[src/hdl/pll_cfg_regs.vh]
// register offsets, field positions, reset values for the divider and sleep bank
`ifndef PLL_CFG_REGS_VH
`define PLL_CFG_REGS_VH
// ----------------------------------------
// register indices and address width
// ----------------------------------------
`define IDX_CLOCK_DIVIDER_CONFIG 8'h19
`define IDX_VCO_BAND_SLEEP 8'h1a
`define IDX_REF_FUSE_CONTROL 8'h1b
`define ADDR_W 10
// ----------------------------------------
// reset values
// ----------------------------------------
`define RST_CLOCK_DIVIDER_CONFIG 16'h0440
`define RST_VCO_BAND_SLEEP 16'h0020
`define RST_REF_FUSE_CONTROL 16'h0000
// ----------------------------------------
// field positions
// ----------------------------------------
`define F_M_HI 15
`define F_M_LO 8
`define F_N_HI 7
`define F_N_LO 4
`define F_ITUNE_HI 3
`define F_ITUNE_LO 2
`define F_VCO_HI 15
`define F_VCO_LO 10
`define B_BIAS_SLEEP 7
`define B_TSENSE_SLEEP 6
`define B_PLL_SLEEP 5
`define B_CLKRECV_SLEEP 4
`define B_CHAN_A 3
`define B_CHAN_B 2
`define B_CHAN_C 1
`define B_CHAN_D 0
`define B_EXTREF 15
`define B_FUSE_SLEEP 11
// ----------------------------------------
// bus answers
// ----------------------------------------
`define RESP_OKAY 2'b00
`define RESP_SLVERR 2'b10
`endif

[src/hdl/cfg_word.v]
// one 16-bit configuration word with reset value and write strobe
`timescale 1ns/1ps
module cfg_word #(
  parameter [15:0] RESET_VALUE = 16'h0000
) (
  // clock and reset
  input wire core_clk,
  input wire reset,
  input wire clk_en,
  // write side
  input wire wr_en,
  input wire [1:0] wr_strb,
  input wire [15:0] wr_data,
  // stored value
  output reg [15:0] value_r
);
  // storage: loads reset value, takes written bytes, holds otherwise
  always @(posedge core_clk or posedge reset) begin
    if (reset) begin
      value_r <= RESET_VALUE;
    end else if (clk_en && wr_en) begin
      if (wr_strb[0]) begin
        value_r[7:0] <= wr_data[7:0];
      end
      if (wr_strb[1]) begin
        value_r[15:8] <= wr_data[15:8];
      end
    end
  end
endmodule

[src/hdl/pll_divider_decode.v]
// turns the m and n divider codes into divide values
`timescale 1ns/1ps
module pll_divider_decode (
  // divider codes
  input wire [7:0] m_code,
  input wire [3:0] n_code,
  // decoded values
  output wire [7:0] m_divide,
  output wire m_valid,
  output wire [4:0] n_divide
);
  // m: direct low seven bits or twice them
  assign m_divide = m_code[7] ? {m_code[6:0], 1'b0} : {1'b0, m_code[6:0]};
  // direct mode needs 4..127, doubled mode needs 8..254
  assign m_valid = m_code[7] ? (m_code[6:0] >= 7'h04) : (m_code[6:0] >= 7'h04);
  // n: code plus one, every code legal
  assign n_divide = {1'b0, n_code} + 5'h01;
endmodule

[src/hdl/pll_divider_and_sleep_regs.v]
// axi4-lite register bank for divider, vco band, sleep and reference controls
//
// Chosen here: the AXI4-Lite slave port.
`timescale 1ns/1ps
`include "pll_cfg_regs.vh"
module pll_divider_and_sleep_regs (
  // clock, reset, enable
  input wire core_clk,
  input wire reset,
  input wire clk_en,
  // axi4-lite write address
  input wire [`ADDR_W-1:0] s_axi_awaddr,
  input wire s_axi_awvalid,
  output wire s_axi_awready,
  // axi4-lite write data
  input wire [31:0] s_axi_wdata,
  input wire [3:0] s_axi_wstrb,
  input wire s_axi_wvalid,
  output wire s_axi_wready,
  // axi4-lite write response
  output reg [1:0] s_axi_bresp,
  output reg s_axi_bvalid,
  input wire s_axi_bready,
  // axi4-lite read address
  input wire [`ADDR_W-1:0] s_axi_araddr,
  input wire s_axi_arvalid,
  output wire s_axi_arready,
  // axi4-lite read data
  output reg [31:0] s_axi_rdata,
  output reg [1:0] s_axi_rresp,
  output reg s_axi_rvalid,
  input wire s_axi_rready,
  // divider controls
  output reg [7:0] pll_m_divide,
  output reg pll_m_valid,
  output reg [4:0] pll_n_divide,
  output reg [1:0] vco_bias_trim,
  // vco band and sleep controls
  output reg [5:0] vco_coarse_band,
  output reg bias_amp_sleep,
  output reg temp_sensor_off,
  output reg pll_sleep,
  output reg clock_receiver_sleep,
  output reg sync_reference_input_sleep,
  output reg chan_a_power_down,
  output reg chan_b_power_down,
  output reg chan_c_power_down,
  output reg chan_d_power_down,
  // reference and fuse controls
  output reg external_ref_select,
  output reg trim_fuse_sleep
);
  // ----------------------------------------
  // address decode
  // ----------------------------------------
  // word index from a byte address; returns 0..2 for a mapped word, 3 otherwise
  function [1:0] word_sel;
    input [`ADDR_W-1:0] addr;
    begin
      if (addr[1:0] != 2'b00) begin
        word_sel = 2'd3;
      end else if (addr[`ADDR_W-1:2] == `IDX_CLOCK_DIVIDER_CONFIG) begin
        word_sel = 2'd0;
      end else if (addr[`ADDR_W-1:2] == `IDX_VCO_BAND_SLEEP) begin
        word_sel = 2'd1;
      end else if (addr[`ADDR_W-1:2] == `IDX_REF_FUSE_CONTROL) begin
        word_sel = 2'd2;
      end else begin
        word_sel = 2'd3;
      end
    end
  endfunction

  // ----------------------------------------
  // write channel
  // ----------------------------------------
  reg [`ADDR_W-1:0] aw_addr_r; // latched write address
  reg aw_held_r; // write address taken, waiting for data
  reg [31:0] w_data_r; // latched write data
  reg [3:0] w_strb_r; // latched strobes
  reg w_held_r; // write data taken, waiting for address
  wire do_write; // both halves present and no response pending
  wire [1:0] wsel; // selected word for the write
  wire [2:0] word_wr; // write enable per word

  // accept each half while it is not yet held and no response waits
  assign s_axi_awready = !aw_held_r && !s_axi_bvalid;
  assign s_axi_wready = !w_held_r && !s_axi_bvalid;
  assign do_write = aw_held_r && w_held_r && !s_axi_bvalid;
  assign wsel = word_sel(aw_addr_r);
  assign word_wr[0] = do_write && (wsel == 2'd0);
  assign word_wr[1] = do_write && (wsel == 2'd1);
  assign word_wr[2] = do_write && (wsel == 2'd2);

  // capture address and data in either order, then answer
  always @(posedge core_clk or posedge reset) begin
    if (reset) begin
      aw_addr_r <= {`ADDR_W{1'b0}};
      aw_held_r <= 1'b0;
      w_data_r <= 32'h00000000;
      w_strb_r <= 4'h0;
      w_held_r <= 1'b0;
      s_axi_bvalid <= 1'b0;
      s_axi_bresp <= `RESP_OKAY;
    end else if (clk_en) begin
      // address half
      if (s_axi_awvalid && s_axi_awready) begin
        aw_addr_r <= s_axi_awaddr;
        aw_held_r <= 1'b1;
      end
      // data half
      if (s_axi_wvalid && s_axi_wready) begin
        w_data_r <= s_axi_wdata;
        w_strb_r <= s_axi_wstrb;
        w_held_r <= 1'b1;
      end
      // both present: perform and respond
      if (do_write) begin
        aw_held_r <= 1'b0;
        w_held_r <= 1'b0;
        s_axi_bvalid <= 1'b1;
        s_axi_bresp <= (wsel == 2'd3) ? `RESP_SLVERR : `RESP_OKAY;
      end else if (s_axi_bvalid && s_axi_bready) begin
        s_axi_bvalid <= 1'b0;
      end
    end
  end

  // ----------------------------------------
  // configuration words
  // ----------------------------------------
  wire [15:0] div_word; // clock_divider_config
  wire [15:0] sleep_word; // vco_band_and_sleep_control
  wire [15:0] ref_word; // reference_and_fuse_control

  // divider word, reset 0440
  cfg_word #(
    .RESET_VALUE(`RST_CLOCK_DIVIDER_CONFIG)
  ) u_div_word (
    .core_clk(core_clk),
    .reset(reset),
    .clk_en(clk_en),
    .wr_en(word_wr[0]),
    .wr_strb(w_strb_r[1:0]),
    .wr_data(w_data_r[15:0]),
    .value_r(div_word)
  );

  // band and sleep word, reset 0020
  cfg_word #(
    .RESET_VALUE(`RST_VCO_BAND_SLEEP)
  ) u_sleep_word (
    .core_clk(core_clk),
    .reset(reset),
    .clk_en(clk_en),
    .wr_en(word_wr[1]),
    .wr_strb(w_strb_r[1:0]),
    .wr_data(w_data_r[15:0]),
    .value_r(sleep_word)
  );

  // reference and fuse word, reset 0000
  cfg_word #(
    .RESET_VALUE(`RST_REF_FUSE_CONTROL)
  ) u_ref_word (
    .core_clk(core_clk),
    .reset(reset),
    .clk_en(clk_en),
    .wr_en(word_wr[2]),
    .wr_strb(w_strb_r[1:0]),
    .wr_data(w_data_r[15:0]),
    .value_r(ref_word)
  );

  // ----------------------------------------
  // read channel
  // ----------------------------------------
  wire [1:0] rsel; // selected word for the read
  reg [15:0] rd_word; // word chosen by the read address

  // one read outstanding: take a new address only when no data waits
  assign s_axi_arready = !s_axi_rvalid;
  assign rsel = word_sel(s_axi_araddr);

  // read mux; unmapped reads return zero
  always @* begin
    rd_word = 16'h0000;
    case (rsel)
      2'd0: begin
        rd_word = div_word;
      end
      2'd1: begin
        rd_word = sleep_word;
      end
      2'd2: begin
        rd_word = ref_word;
      end
      default: begin
        rd_word = 16'h0000;
      end
    endcase
  end

  // register read data; upper half reads zero
  always @(posedge core_clk or posedge reset) begin
    if (reset) begin
      s_axi_rvalid <= 1'b0;
      s_axi_rdata <= 32'h00000000;
      s_axi_rresp <= `RESP_OKAY;
    end else if (clk_en) begin
      if (s_axi_arvalid && s_axi_arready) begin
        s_axi_rvalid <= 1'b1;
        s_axi_rdata <= {16'h0000, rd_word};
        s_axi_rresp <= (rsel == 2'd3) ? `RESP_SLVERR : `RESP_OKAY;
      end else if (s_axi_rvalid && s_axi_rready) begin
        s_axi_rvalid <= 1'b0;
      end
    end
  end

  // ----------------------------------------
  // divider decode
  // ----------------------------------------
  wire [7:0] m_div_c; // decoded m divide
  wire m_valid_c; // m code legal
  wire [4:0] n_div_c; // decoded n divide

  // combinational decode of the m and n codes
  pll_divider_decode u_decode (
    .m_code(div_word[`F_M_HI:`F_M_LO]),
    .n_code(div_word[`F_N_HI:`F_N_LO]),
    .m_divide(m_div_c),
    .m_valid(m_valid_c),
    .n_divide(n_div_c)
  );

  // ----------------------------------------
  // control outputs
  // ----------------------------------------
  // register the analog controls so they change cleanly one edge after a write
  always @(posedge core_clk or posedge reset) begin
    if (reset) begin
      pll_m_divide <= 8'h04;
      pll_m_valid <= 1'b1;
      pll_n_divide <= 5'h05;
      vco_bias_trim <= 2'b00;
      vco_coarse_band <= 6'h00;
      bias_amp_sleep <= 1'b0;
      temp_sensor_off <= 1'b0;
      pll_sleep <= 1'b1;
      clock_receiver_sleep <= 1'b0;
      sync_reference_input_sleep <= 1'b0;
      chan_a_power_down <= 1'b0;
      chan_b_power_down <= 1'b0;
      chan_c_power_down <= 1'b0;
      chan_d_power_down <= 1'b0;
      external_ref_select <= 1'b0;
      trim_fuse_sleep <= 1'b0;
    end else if (clk_en) begin
      // divider values
      pll_m_divide <= m_div_c;
      pll_m_valid <= m_valid_c;
      pll_n_divide <= n_div_c;
      // bias trim passed as stored; software chooses 01
      vco_bias_trim <= div_word[`F_ITUNE_HI:`F_ITUNE_LO];
      // coarse band
      vco_coarse_band <= sleep_word[`F_VCO_HI:`F_VCO_LO];
      // sleep controls
      bias_amp_sleep <= sleep_word[`B_BIAS_SLEEP];
      temp_sensor_off <= sleep_word[`B_TSENSE_SLEEP];
      pll_sleep <= sleep_word[`B_PLL_SLEEP];
      clock_receiver_sleep <= sleep_word[`B_CLKRECV_SLEEP];
      sync_reference_input_sleep <= sleep_word[`B_CLKRECV_SLEEP];
      chan_a_power_down <= sleep_word[`B_CHAN_A];
      chan_b_power_down <= sleep_word[`B_CHAN_B];
      chan_c_power_down <= sleep_word[`B_CHAN_C];
      chan_d_power_down <= sleep_word[`B_CHAN_D];
      // reference and fuses
      external_ref_select <= ref_word[`B_EXTREF];
      trim_fuse_sleep <= ref_word[`B_FUSE_SLEEP];
    end
  end
endmodule

[config.mk]
export PLATFORM = sky130hd
export DESIGN_NAME = pll_divider_and_sleep_regs
export DESIGN_NICKNAME = d
export VERILOG_FILES = /design/src/hdl/cfg_word.v /design/src/hdl/pll_divider_decode.v /design/src/hdl/pll_divider_and_sleep_regs.v
export VERILOG_INCLUDE_DIRS = /design/src /design/src/hdl
export SDC_FILE = /design/constraint.sdc
export NUM_CORES = 1
export LEC_CHECK = 0
export ABC_AREA = 1
export BUFFER_PORTS_ARGS = -buffer_cell sky130_fd_sc_hd__buf_2
export CAP_MARGIN = 0
export CORE_MARGIN = 5
export CORE_UTILIZATION = 45
export DETAILED_ROUTE_END_ITERATION = 7
export PLACE_DENSITY = 0.7
export SYNTH_ARGS = -nofsm -noshare
export SYNTH_HDL_FRONTEND = slang
export SYNTH_SLANG_ARGS = --single-unit
[constraint.sdc]
create_clock -name core_clk -period 7.3 [get_ports core_clk]
set_clock_uncertainty 0.05 [all_clocks]
set_input_delay 1.825 -clock core_clk [delete_from_list [all_inputs] [get_ports core_clk]]
set_output_delay 1.825 -clock core_clk [all_outputs]
set_load 0.01 [all_outputs]
==> summary.txt, run 1 <==
Run status
  • Result of the run: completed

Clocking
  • Clk slew on worst S/H paths: roughly 0.050 ns
  • Number of instances resized during post-cts repair: 0
  • TritonCTS Sinks: 130
  • Total CTS buffers: 17
  • Number of hold-repair buffers added at the cts stage: 0
  • TritonCTS clock tree: done
  • H-tree Lvls: 4
  • Later-pin clock latency in the skew report: approximately 0.41 ns
  • Max Buffers Root-to-Sink: 2
  • CTS root buf: sky130_fd_sc_hd__clkbuf_16
  • Number of buffers added for setup after CTS: 0

Global routing
  • Total Routing Usage GR: 0.200
  • Number of global-route vias before repair: around 5100
  • Initial antenna violation count: 0
  • Total gr overflow: 0
  • First-pass GRT wire length: between 20000 and 30000 um
  • Largest net degree at the start of global routing: between 90 and 100

Synthesis
  • Top post-synthesis cells by count: sky130_fd_sc_hd__nand2_1, sky130_fd_sc_hd__dfrtp_1, sky130_fd_sc_hd__nand4_1, sky130_fd_sc_hd__nand3_1, sky130_fd_sc_hd__clkbuf_1
  • Cell taking the most area after synthesis: sky130_fd_sc_hd__dfrtp_1
  • Count of flip-flops with a built-in enable after synthesis: 0
  • Yosys reg bits: 130
  • Unique masters post-synth: 29
  • Yosys warns: 0
  • Most instantiated flip-flop cell in the synthesis netlist: sky130_fd_sc_hd__dfrtp_1
  • Top-area cell type share of the netlist area: 0.518
  • Mean post-synth cell area: about 8.4 um2
  • Most instantiated library cell after synthesis: sky130_fd_sc_hd__nand2_1
  • Post-Synthesis Cell Area: slightly below 6000 um2
  • Share of the yosys chip area belonging to registers: 0.553
  • Number of standard cells after synthesis: 700
  • Largest cells by area after synthesis: sky130_fd_sc_hd__dfrtp_1, sky130_fd_sc_hd__nand2_1, sky130_fd_sc_hd__nand4_1
  • Share of synthesized registers carrying an async set or reset: 1.00

Critical path
  • Kind of cell with the highest combined delay on the critical path: simple AND/OR/NAND/NOR gates
  • Reg-to-Reg Start: s_axi_bvalid$_DFFE_PP0P_
  • Most common cell on crit path: sky130_fd_sc_hd__inv_2
  • Slack of the worst reg-to-reg path: ~5.0 ns
  • Required time of the critical path: 7.59 ns
  • Crit path buf inv count: 3
  • Highest fanout seen on the critical path: 36
  • Delay of the slowest cell on the worst path: around 0.9 ns
  • WS Path Type: input pin to register
  • Depth of the worst register-to-register path: 6
  • CP Capture Type: register
  • Slowest cell on the critical path: sky130_fd_sc_hd__nor2_2
  • Worst reg2reg endpoint: u_div_word.value_r[4]$_DFFE_PP0P_
  • Cells traversed along the worst timing path: buf_2 -> inv_2 -> nor2_4 -> inv_2 -> nor2_2 -> nand4_1 -> nand2_1
  • WP data arrival: 4.48 ns
  • Startpoint class of the critical path: input pin

Floorplan
  • Area enclosed by the die boundary: around 15000 um2
  • Die Width: about 120 um
  • Core Footprint: around 13000 um2
  • # rows: 41
  • Initial standard-cell utilization of the core: 0.463
  • Ports: ~140
  • Die Span Y: around 120 um

STA
  • Unrepaired setup endpoints after global routing: false
  • Post-route clock period utilization: 0.574
  • Tightest slew margin relative to the limit: 0.213
  • Count of endpoints failing setup in the final report: 0
  • Final hold viol count: 0
  • Actual slew at the worst max-slew pin: approximately 1.2 ns
  • Setup TNS: 0 ns
  • Shortest clock period the worst path allows after layout: between 4 and 5 ns
  • Number of pins with negative max-slew slack in the final report: 0
  • Highest clock rate: between 200 and 250 MHz

Pwr
  • Maximum vdd drop: about 0.00015 V
  • Total design power: ~2.1 mW
  • Standby leakage power: 3.90 nW
  • Cell Pwr Density: between 300 and 400 nW/um2

Placement
  • Input/output buffers: ~100
  • Placer's final routability congestion estimate: ~0.83
  • Detailed Place HPWL: between 10000 and 15000 um

Worst hold path
  • Min-delay src: pll_sleep$_DFFE_PP1P_
  • Min-Delay Path Class: register to register
  • Worst hold path stage count: 2
  • Worst hold path endpoint: pll_sleep$_DFFE_PP1P_

Route
  • Final antenna-violating net count: 0
  • Residual DRC count: 0
  • Detailed-route via count: roughly 5100
  • Via-to-Cell Ratio: roughly 5.2
  • Final routed wire length divided by cell count: approximately 16 um
  • First-iteration detailed-routing DRC count: about 450
  • Pre-Repair DR Iteration Count: 5
  • Overall routed net length: 15100 um

Cells and area
  • Count of antenna diodes in the layout: 0
  • Area delta synth->final: 19.3%
  • NumNets Final: between 800 and 900
  • Proportion of layout cells with a drive suffix above 1: 0.214

Flow run
  • Count of maximum capacitance violations: 0
final cells by class:
class / count / area, um2
multi-input cells: 511 / 2320
flip-flops and latches: 130 / 3260
fillers: 1202 / 5690
repair buffers: 106 / 543
clock inverters: 10 / 130
well taps: 172 / 215
clock buffers: 22 / 484
inverters: 19 / 76.3
report_power, final:
group	leakage (nW)	internal [mW]	switching, mW	total (mW)
Clock	0.302	0.570	0.297	0.867
Sequential	1.73	0.814	0.133	0.947
Combinational	1.86	0.0973	0.229	0.327
Total	3.90	1.48	0.659	2.14
stage by stage:
stage / setup WS, ns / cells / hold WS, ns / util / cell area [um2]
final: 3.11 / 970 / 0.410 / 0.553 / 7030
after global routing: 2.75 / 970 / 0.429 / 0.553 / 7030
after CTS: 3.13 / 970 / 0.414 / 0.553 / 7030
after detailed placement: 2.71 / 938 / 0.406 / 0.505 / 6420
after global placement: 2.77 / 938 / 0.402 / 0.505 / 6420
after floorplan: 1.97 / 717 / 0.392 / - / 5960
state kept, by name, indices dropped and copies added, names as in the netlist, 2 cells and up:
signal and flops:
vco_bias_trim 2, aw_addr_r 10, u_sleep_word.value_r 16, vco_coarse_band 6
pll_m_divide 8, s_axi_rdata 16, u_ref_word.value_r 16, pll_n_divide 5
w_data_r 16, u_div_word.value_r 16, w_strb_r 2
kinds of logic (layout without fill, tap and decap cells):
logic type                 Yosys count  in the layout  share of synthesized area
and+or+nand+nor                    467            467                      0.356
DFF                                130            130                      0.553
buffers and inverters               76            157                     0.0641
AOI/OAI and AO/OA                   23             23                     0.0195
xor gates and xnor gates             2              2                    0.00425
adders and majority gates            1              1                    0.00212
other                                1             18                   0.000636
layout by cell type, fill, tap and decap left out, types with 2 or more instances in the layout:
cell and n:
sky130_fd_sc_hd__clkbuf_16 17, sky130_fd_sc_hd__inv_4 2, sky130_fd_sc_hd__clkinvlp_4 2, sky130_fd_sc_hd__nand4_2 4
sky130_fd_sc_hd__o21ai_1 2, sky130_fd_sc_hd__dfrtp_1 122, sky130_fd_sc_hd__dfstp_2 8, sky130_fd_sc_hd__nand3_1 39
sky130_fd_sc_hd__nand2_1 310, sky130_fd_sc_hd__conb_1 18, sky130_fd_sc_hd__o21ai_0 20, sky130_fd_sc_hd__inv_1 8
sky130_fd_sc_hd__clkinv_2 5, sky130_fd_sc_hd__bufinv_16 3, sky130_fd_sc_hd__nor2_4 3, sky130_fd_sc_hd__nand4_1 81
sky130_fd_sc_hd__buf_4 5, sky130_fd_sc_hd__nand3_2 2, sky130_fd_sc_hd__clkbuf_8 4, sky130_fd_sc_hd__nor2_2 3
sky130_fd_sc_hd__nor2_1 20, sky130_fd_sc_hd__inv_2 9, sky130_fd_sc_hd__nand3b_1 2, sky130_fd_sc_hd__buf_2 101
worst reg2reg max path, cell delays in order, from the launching register on:
cell and delay (ns):
sky130_fd_sc_hd__dfrtp_1 0.41, sky130_fd_sc_hd__nand3b_1 0.22, sky130_fd_sc_hd__nor2_4 0.20, sky130_fd_sc_hd__inv_2 0.12
sky130_fd_sc_hd__nor2_2 0.92, sky130_fd_sc_hd__nand4_1 0.20, sky130_fd_sc_hd__nand2_1 0.12
layer usage:
metal | track usage | routed length [um] | vias up
met5 | 0 | 0 | -
met4 | 0.0774 | 279 | 0
met3 | 0.0583 | 1230 | 27
met2 | 0.301 | 6730 | 212
met1 | 0.273 | 6820 | 2402
li1 | - | - | 2451
worst max-delay path by stage:
stage | from | end | slack [ns] | cells past startpoint
2_1_floorplan | reset | aw_addr_r[0]$_DFFE_PP0P_ | 1.97 | 1
5_1_grt | clk_en | u_ref_word.value_r[14]$_DFFE_PP0P_ | 2.75 | 7
4_1_cts | clk_en | u_ref_word.value_r[7]$_DFFE_PP0P_ | 3.13 | 7
6_report | clk_en | u_div_word.value_r[4]$_DFFE_PP0P_ | 3.11 | 7
3_3_place_gp | clk_en | u_div_word.value_r[2]$_DFFE_PP0P_ | 2.77 | 7
3_5_place_dp | clk_en | u_ref_word.value_r[7]$_DFFE_PP0P_ | 2.71 | 7
No activity file was read; power rests on OpenSTA's default activity.
==> run 2: changes to the inputs <==
- PLACE_DENSITY: 0.7 -> 0.72
- clock period: 7.3 -> 3.5 ns (I/O delays scaled with it)
==> summary.txt, run 2 (synthesis results as in run 1) <==
Route
  • Residual DRC count: 0
  • Detailed-route via count: about 5100
  • Final routed wire length divided by cell count: approximately 15 um
  • Via-to-Cell Ratio: between 5 and 6
  • Final antenna-violating net count: 0
  • First-iteration detailed-routing DRC count: about 460
  • Overall routed net length: about 15000 um
  • Pre-Repair DR Iteration Count: 5

Global routing
  • Number of global-route vias before repair: between 4000 and 5000
  • Largest net degree at the start of global routing: roughly 60
  • Total Routing Usage GR: 0.198
  • First-pass GRT wire length: between 20000 and 25000 um
  • Initial antenna violation count: 0
  • Total gr overflow: 0

Cells and area
  • Area delta synth->final: 19.5%
  • Count of antenna diodes in the layout: 0
  • NumNets Final: between 800 and 900
  • Most common cell after layout, fill and taps aside: sky130_fd_sc_hd__nand2_1
  • Highest-count cells in the layout ignoring fill and taps: sky130_fd_sc_hd__nand2_1, sky130_fd_sc_hd__dfrtp_1, sky130_fd_sc_hd__buf_2
  • FILL cells: ~1200
  • Proportion of layout cells with a drive suffix above 1: 0.216

Flow run
  • Count of maximum capacitance violations: 0

STA
  • Number of pins with negative max-slew slack in the final report: 0
  • Least setup slack across all paths after layout: between 1 and 1.5 ns
  • Shortest clock period the worst path allows after layout: approximately 2.2 ns
  • Count of endpoints failing setup in the final report: 0
  • Tightest slew margin relative to the limit: 0.388
  • Highest clock rate: 465 MHz
  • Setup TNS: 0 ns
  • Actual slew at the worst max-slew pin: 0.919 ns
  • Unrepaired setup endpoints after global routing: false
  • Final hold viol count: 0
  • Post-route clock period utilization: 0.615

Pwr
  • Standby leakage power: ~3.9 nW
  • Maximum vdd drop: between 0.0003 and 0.0004 V
  • Cell Pwr Density: around 620 nW/um2

Critical path
  • Most common cell on crit path: sky130_fd_sc_hd__nand2_1
  • Cells traversed along the worst timing path: xnor2_2 -> buf_4 -> inv_4 -> nand2_2 -> nor2_4 -> nand3_2 -> nand2_1 -> nand2_1
  • WP data arrival: ~2.4 ns
  • Crit path buf inv count: 2
  • Reg-to-Reg Start: aw_addr_r[2]$_DFFE_PP0P_
  • CP Capture Type: register
  • WS Path Type: register to register
  • Highest fanout seen on the critical path: 19
  • Required time of the critical path: approximately 3.8 ns
  • Slack of the worst reg-to-reg path: 1.35 ns
  • Slowest cell on the critical path: sky130_fd_sc_hd__dfrtp_1
  • Kind of cell with the highest combined delay on the critical path: simple AND/OR/NAND/NOR gates
  • Depth of the worst register-to-register path: 8
  • WP depth: 8
  • Startpoint class of the critical path: register
  • Worst reg2reg endpoint: u_sleep_word.value_r[3]$_DFFE_PP0P_
  • Delay of the slowest cell on the worst path: between 0.4 and 0.5 ns

Worst hold path
  • Worst hold path endpoint: pll_sleep$_DFFE_PP1P_
  • Min-Delay Path Class: register to register
  • Worst hold path stage count: 2
  • Min-delay src: pll_sleep$_DFFE_PP1P_

Clocking
  • CTS root buf: sky130_fd_sc_hd__clkbuf_16
  • Max Buffers Root-to-Sink: 2
  • Later-pin clock latency in the skew report: between 0.4 and 0.5 ns
  • H-tree Lvls: 4
  • Number of instances resized during post-cts repair: 0
  • TritonCTS Sinks: 130
  • TritonCTS clock tree: done
  • Number of hold-repair buffers added at the cts stage: 0
  • Total CTS buffers: 17
  • Clk slew on worst S/H paths: roughly 0.050 ns
  • Number of buffers added for setup after CTS: 0

Placement
  • Input/output buffers: about 100
  • Placer's final routability congestion estimate: between 0.8 and 0.9
  • Worst setup slack after placement: 1.21 ns
  • Detailed Place HPWL: 10100 um

Floorplan
  • Die Width: around 120 um
  • Initial standard-cell utilization of the core: 0.463
  • Core Footprint: around 13000 um2
  • Die Span Y: around 120 um
  • Ports: 138
  • # rows: ~40
  • Area enclosed by the die boundary: around 15000 um2

Run status
  • Result of the run: completed
==> run 2: worst reg2reg max path, cell delays in order (launching register included) <==
cell                      delay [ns]
sky130_fd_sc_hd__dfrtp_1        0.41
sky130_fd_sc_hd__xnor2_2        0.14
sky130_fd_sc_hd__buf_4          0.21
sky130_fd_sc_hd__inv_4          0.21
sky130_fd_sc_hd__nand2_2        0.11
sky130_fd_sc_hd__nor2_4         0.39
sky130_fd_sc_hd__nand3_2        0.29
sky130_fd_sc_hd__nand2_1        0.15
sky130_fd_sc_hd__nand2_1        0.07
==> run 2: worst max-delay path by stage <==
| stage | start | endpoint |
|---|---|---|
| final | aw_addr_r[2]$_DFFE_PP0P_ | u_sleep_word.value_r[3]$_DFFE_PP0P_ |
| after global routing | aw_addr_r[2]$_DFFE_PP0P_ | u_sleep_word.value_r[2]$_DFFE_PP0P_ |
| after CTS | aw_addr_r[2]$_DFFE_PP0P_ | u_sleep_word.value_r[3]$_DFFE_PP0P_ |
| after detailed placement | clk_en | s_axi_rdata[15]$_DFFE_PP0P_ |
| after global placement | clk_en | s_axi_rdata[6]$_DFFE_PP0P_ |
| after floorplan | reset | aw_addr_r[0]$_DFFE_PP0P_ |
==> run 2: layer usage <==
| metal | global-route usage | share of wire |
|---|---|---|
| met1 | 0.273 | 0.46 |
| met3 | 0.0626 | 0.083 |
| met4 | 0.0799 | 0.022 |
| met5 | 0 | 0 |
| met2 | 0.289 | 0.43 |
==> run 2: area by class of cell <==
cell class	count	area (um2)	share of cell area
clock buffers	27	513	0.0728
repair buffers	113	608	0.0863
well taps	172	215	0.0305
flip-flops and latches	130	3260	0.463
inverters	19	77.6	0.0110
multi-input cells	511	2320	0.329
clock inverters	5	50.0	0.00710
==> run 2: metrics by stage <==
step	cells	instance area, um2	util	power, mW	hold WS (ns)
2_1_floorplan	717	5960	-	2.43	0.392
3_3_place_gp	945	6480	0.510	2.67	0.401
3_5_place_dp	945	6480	0.510	2.69	0.402
4_1_cts	977	7050	0.554	4.37	0.411
5_1_grt	977	7050	0.554	4.56	0.424
6_report	977	7050	0.554	4.36	0.407
==> run 2: power breakdown <==
group	total, mW	switching (mW)	leakage [nW]	internal (mW)
registers	1.94	0.242	1.73	1.70
clock network	1.68	0.615	0.281	1.07
logic	0.735	0.518	1.90	0.217
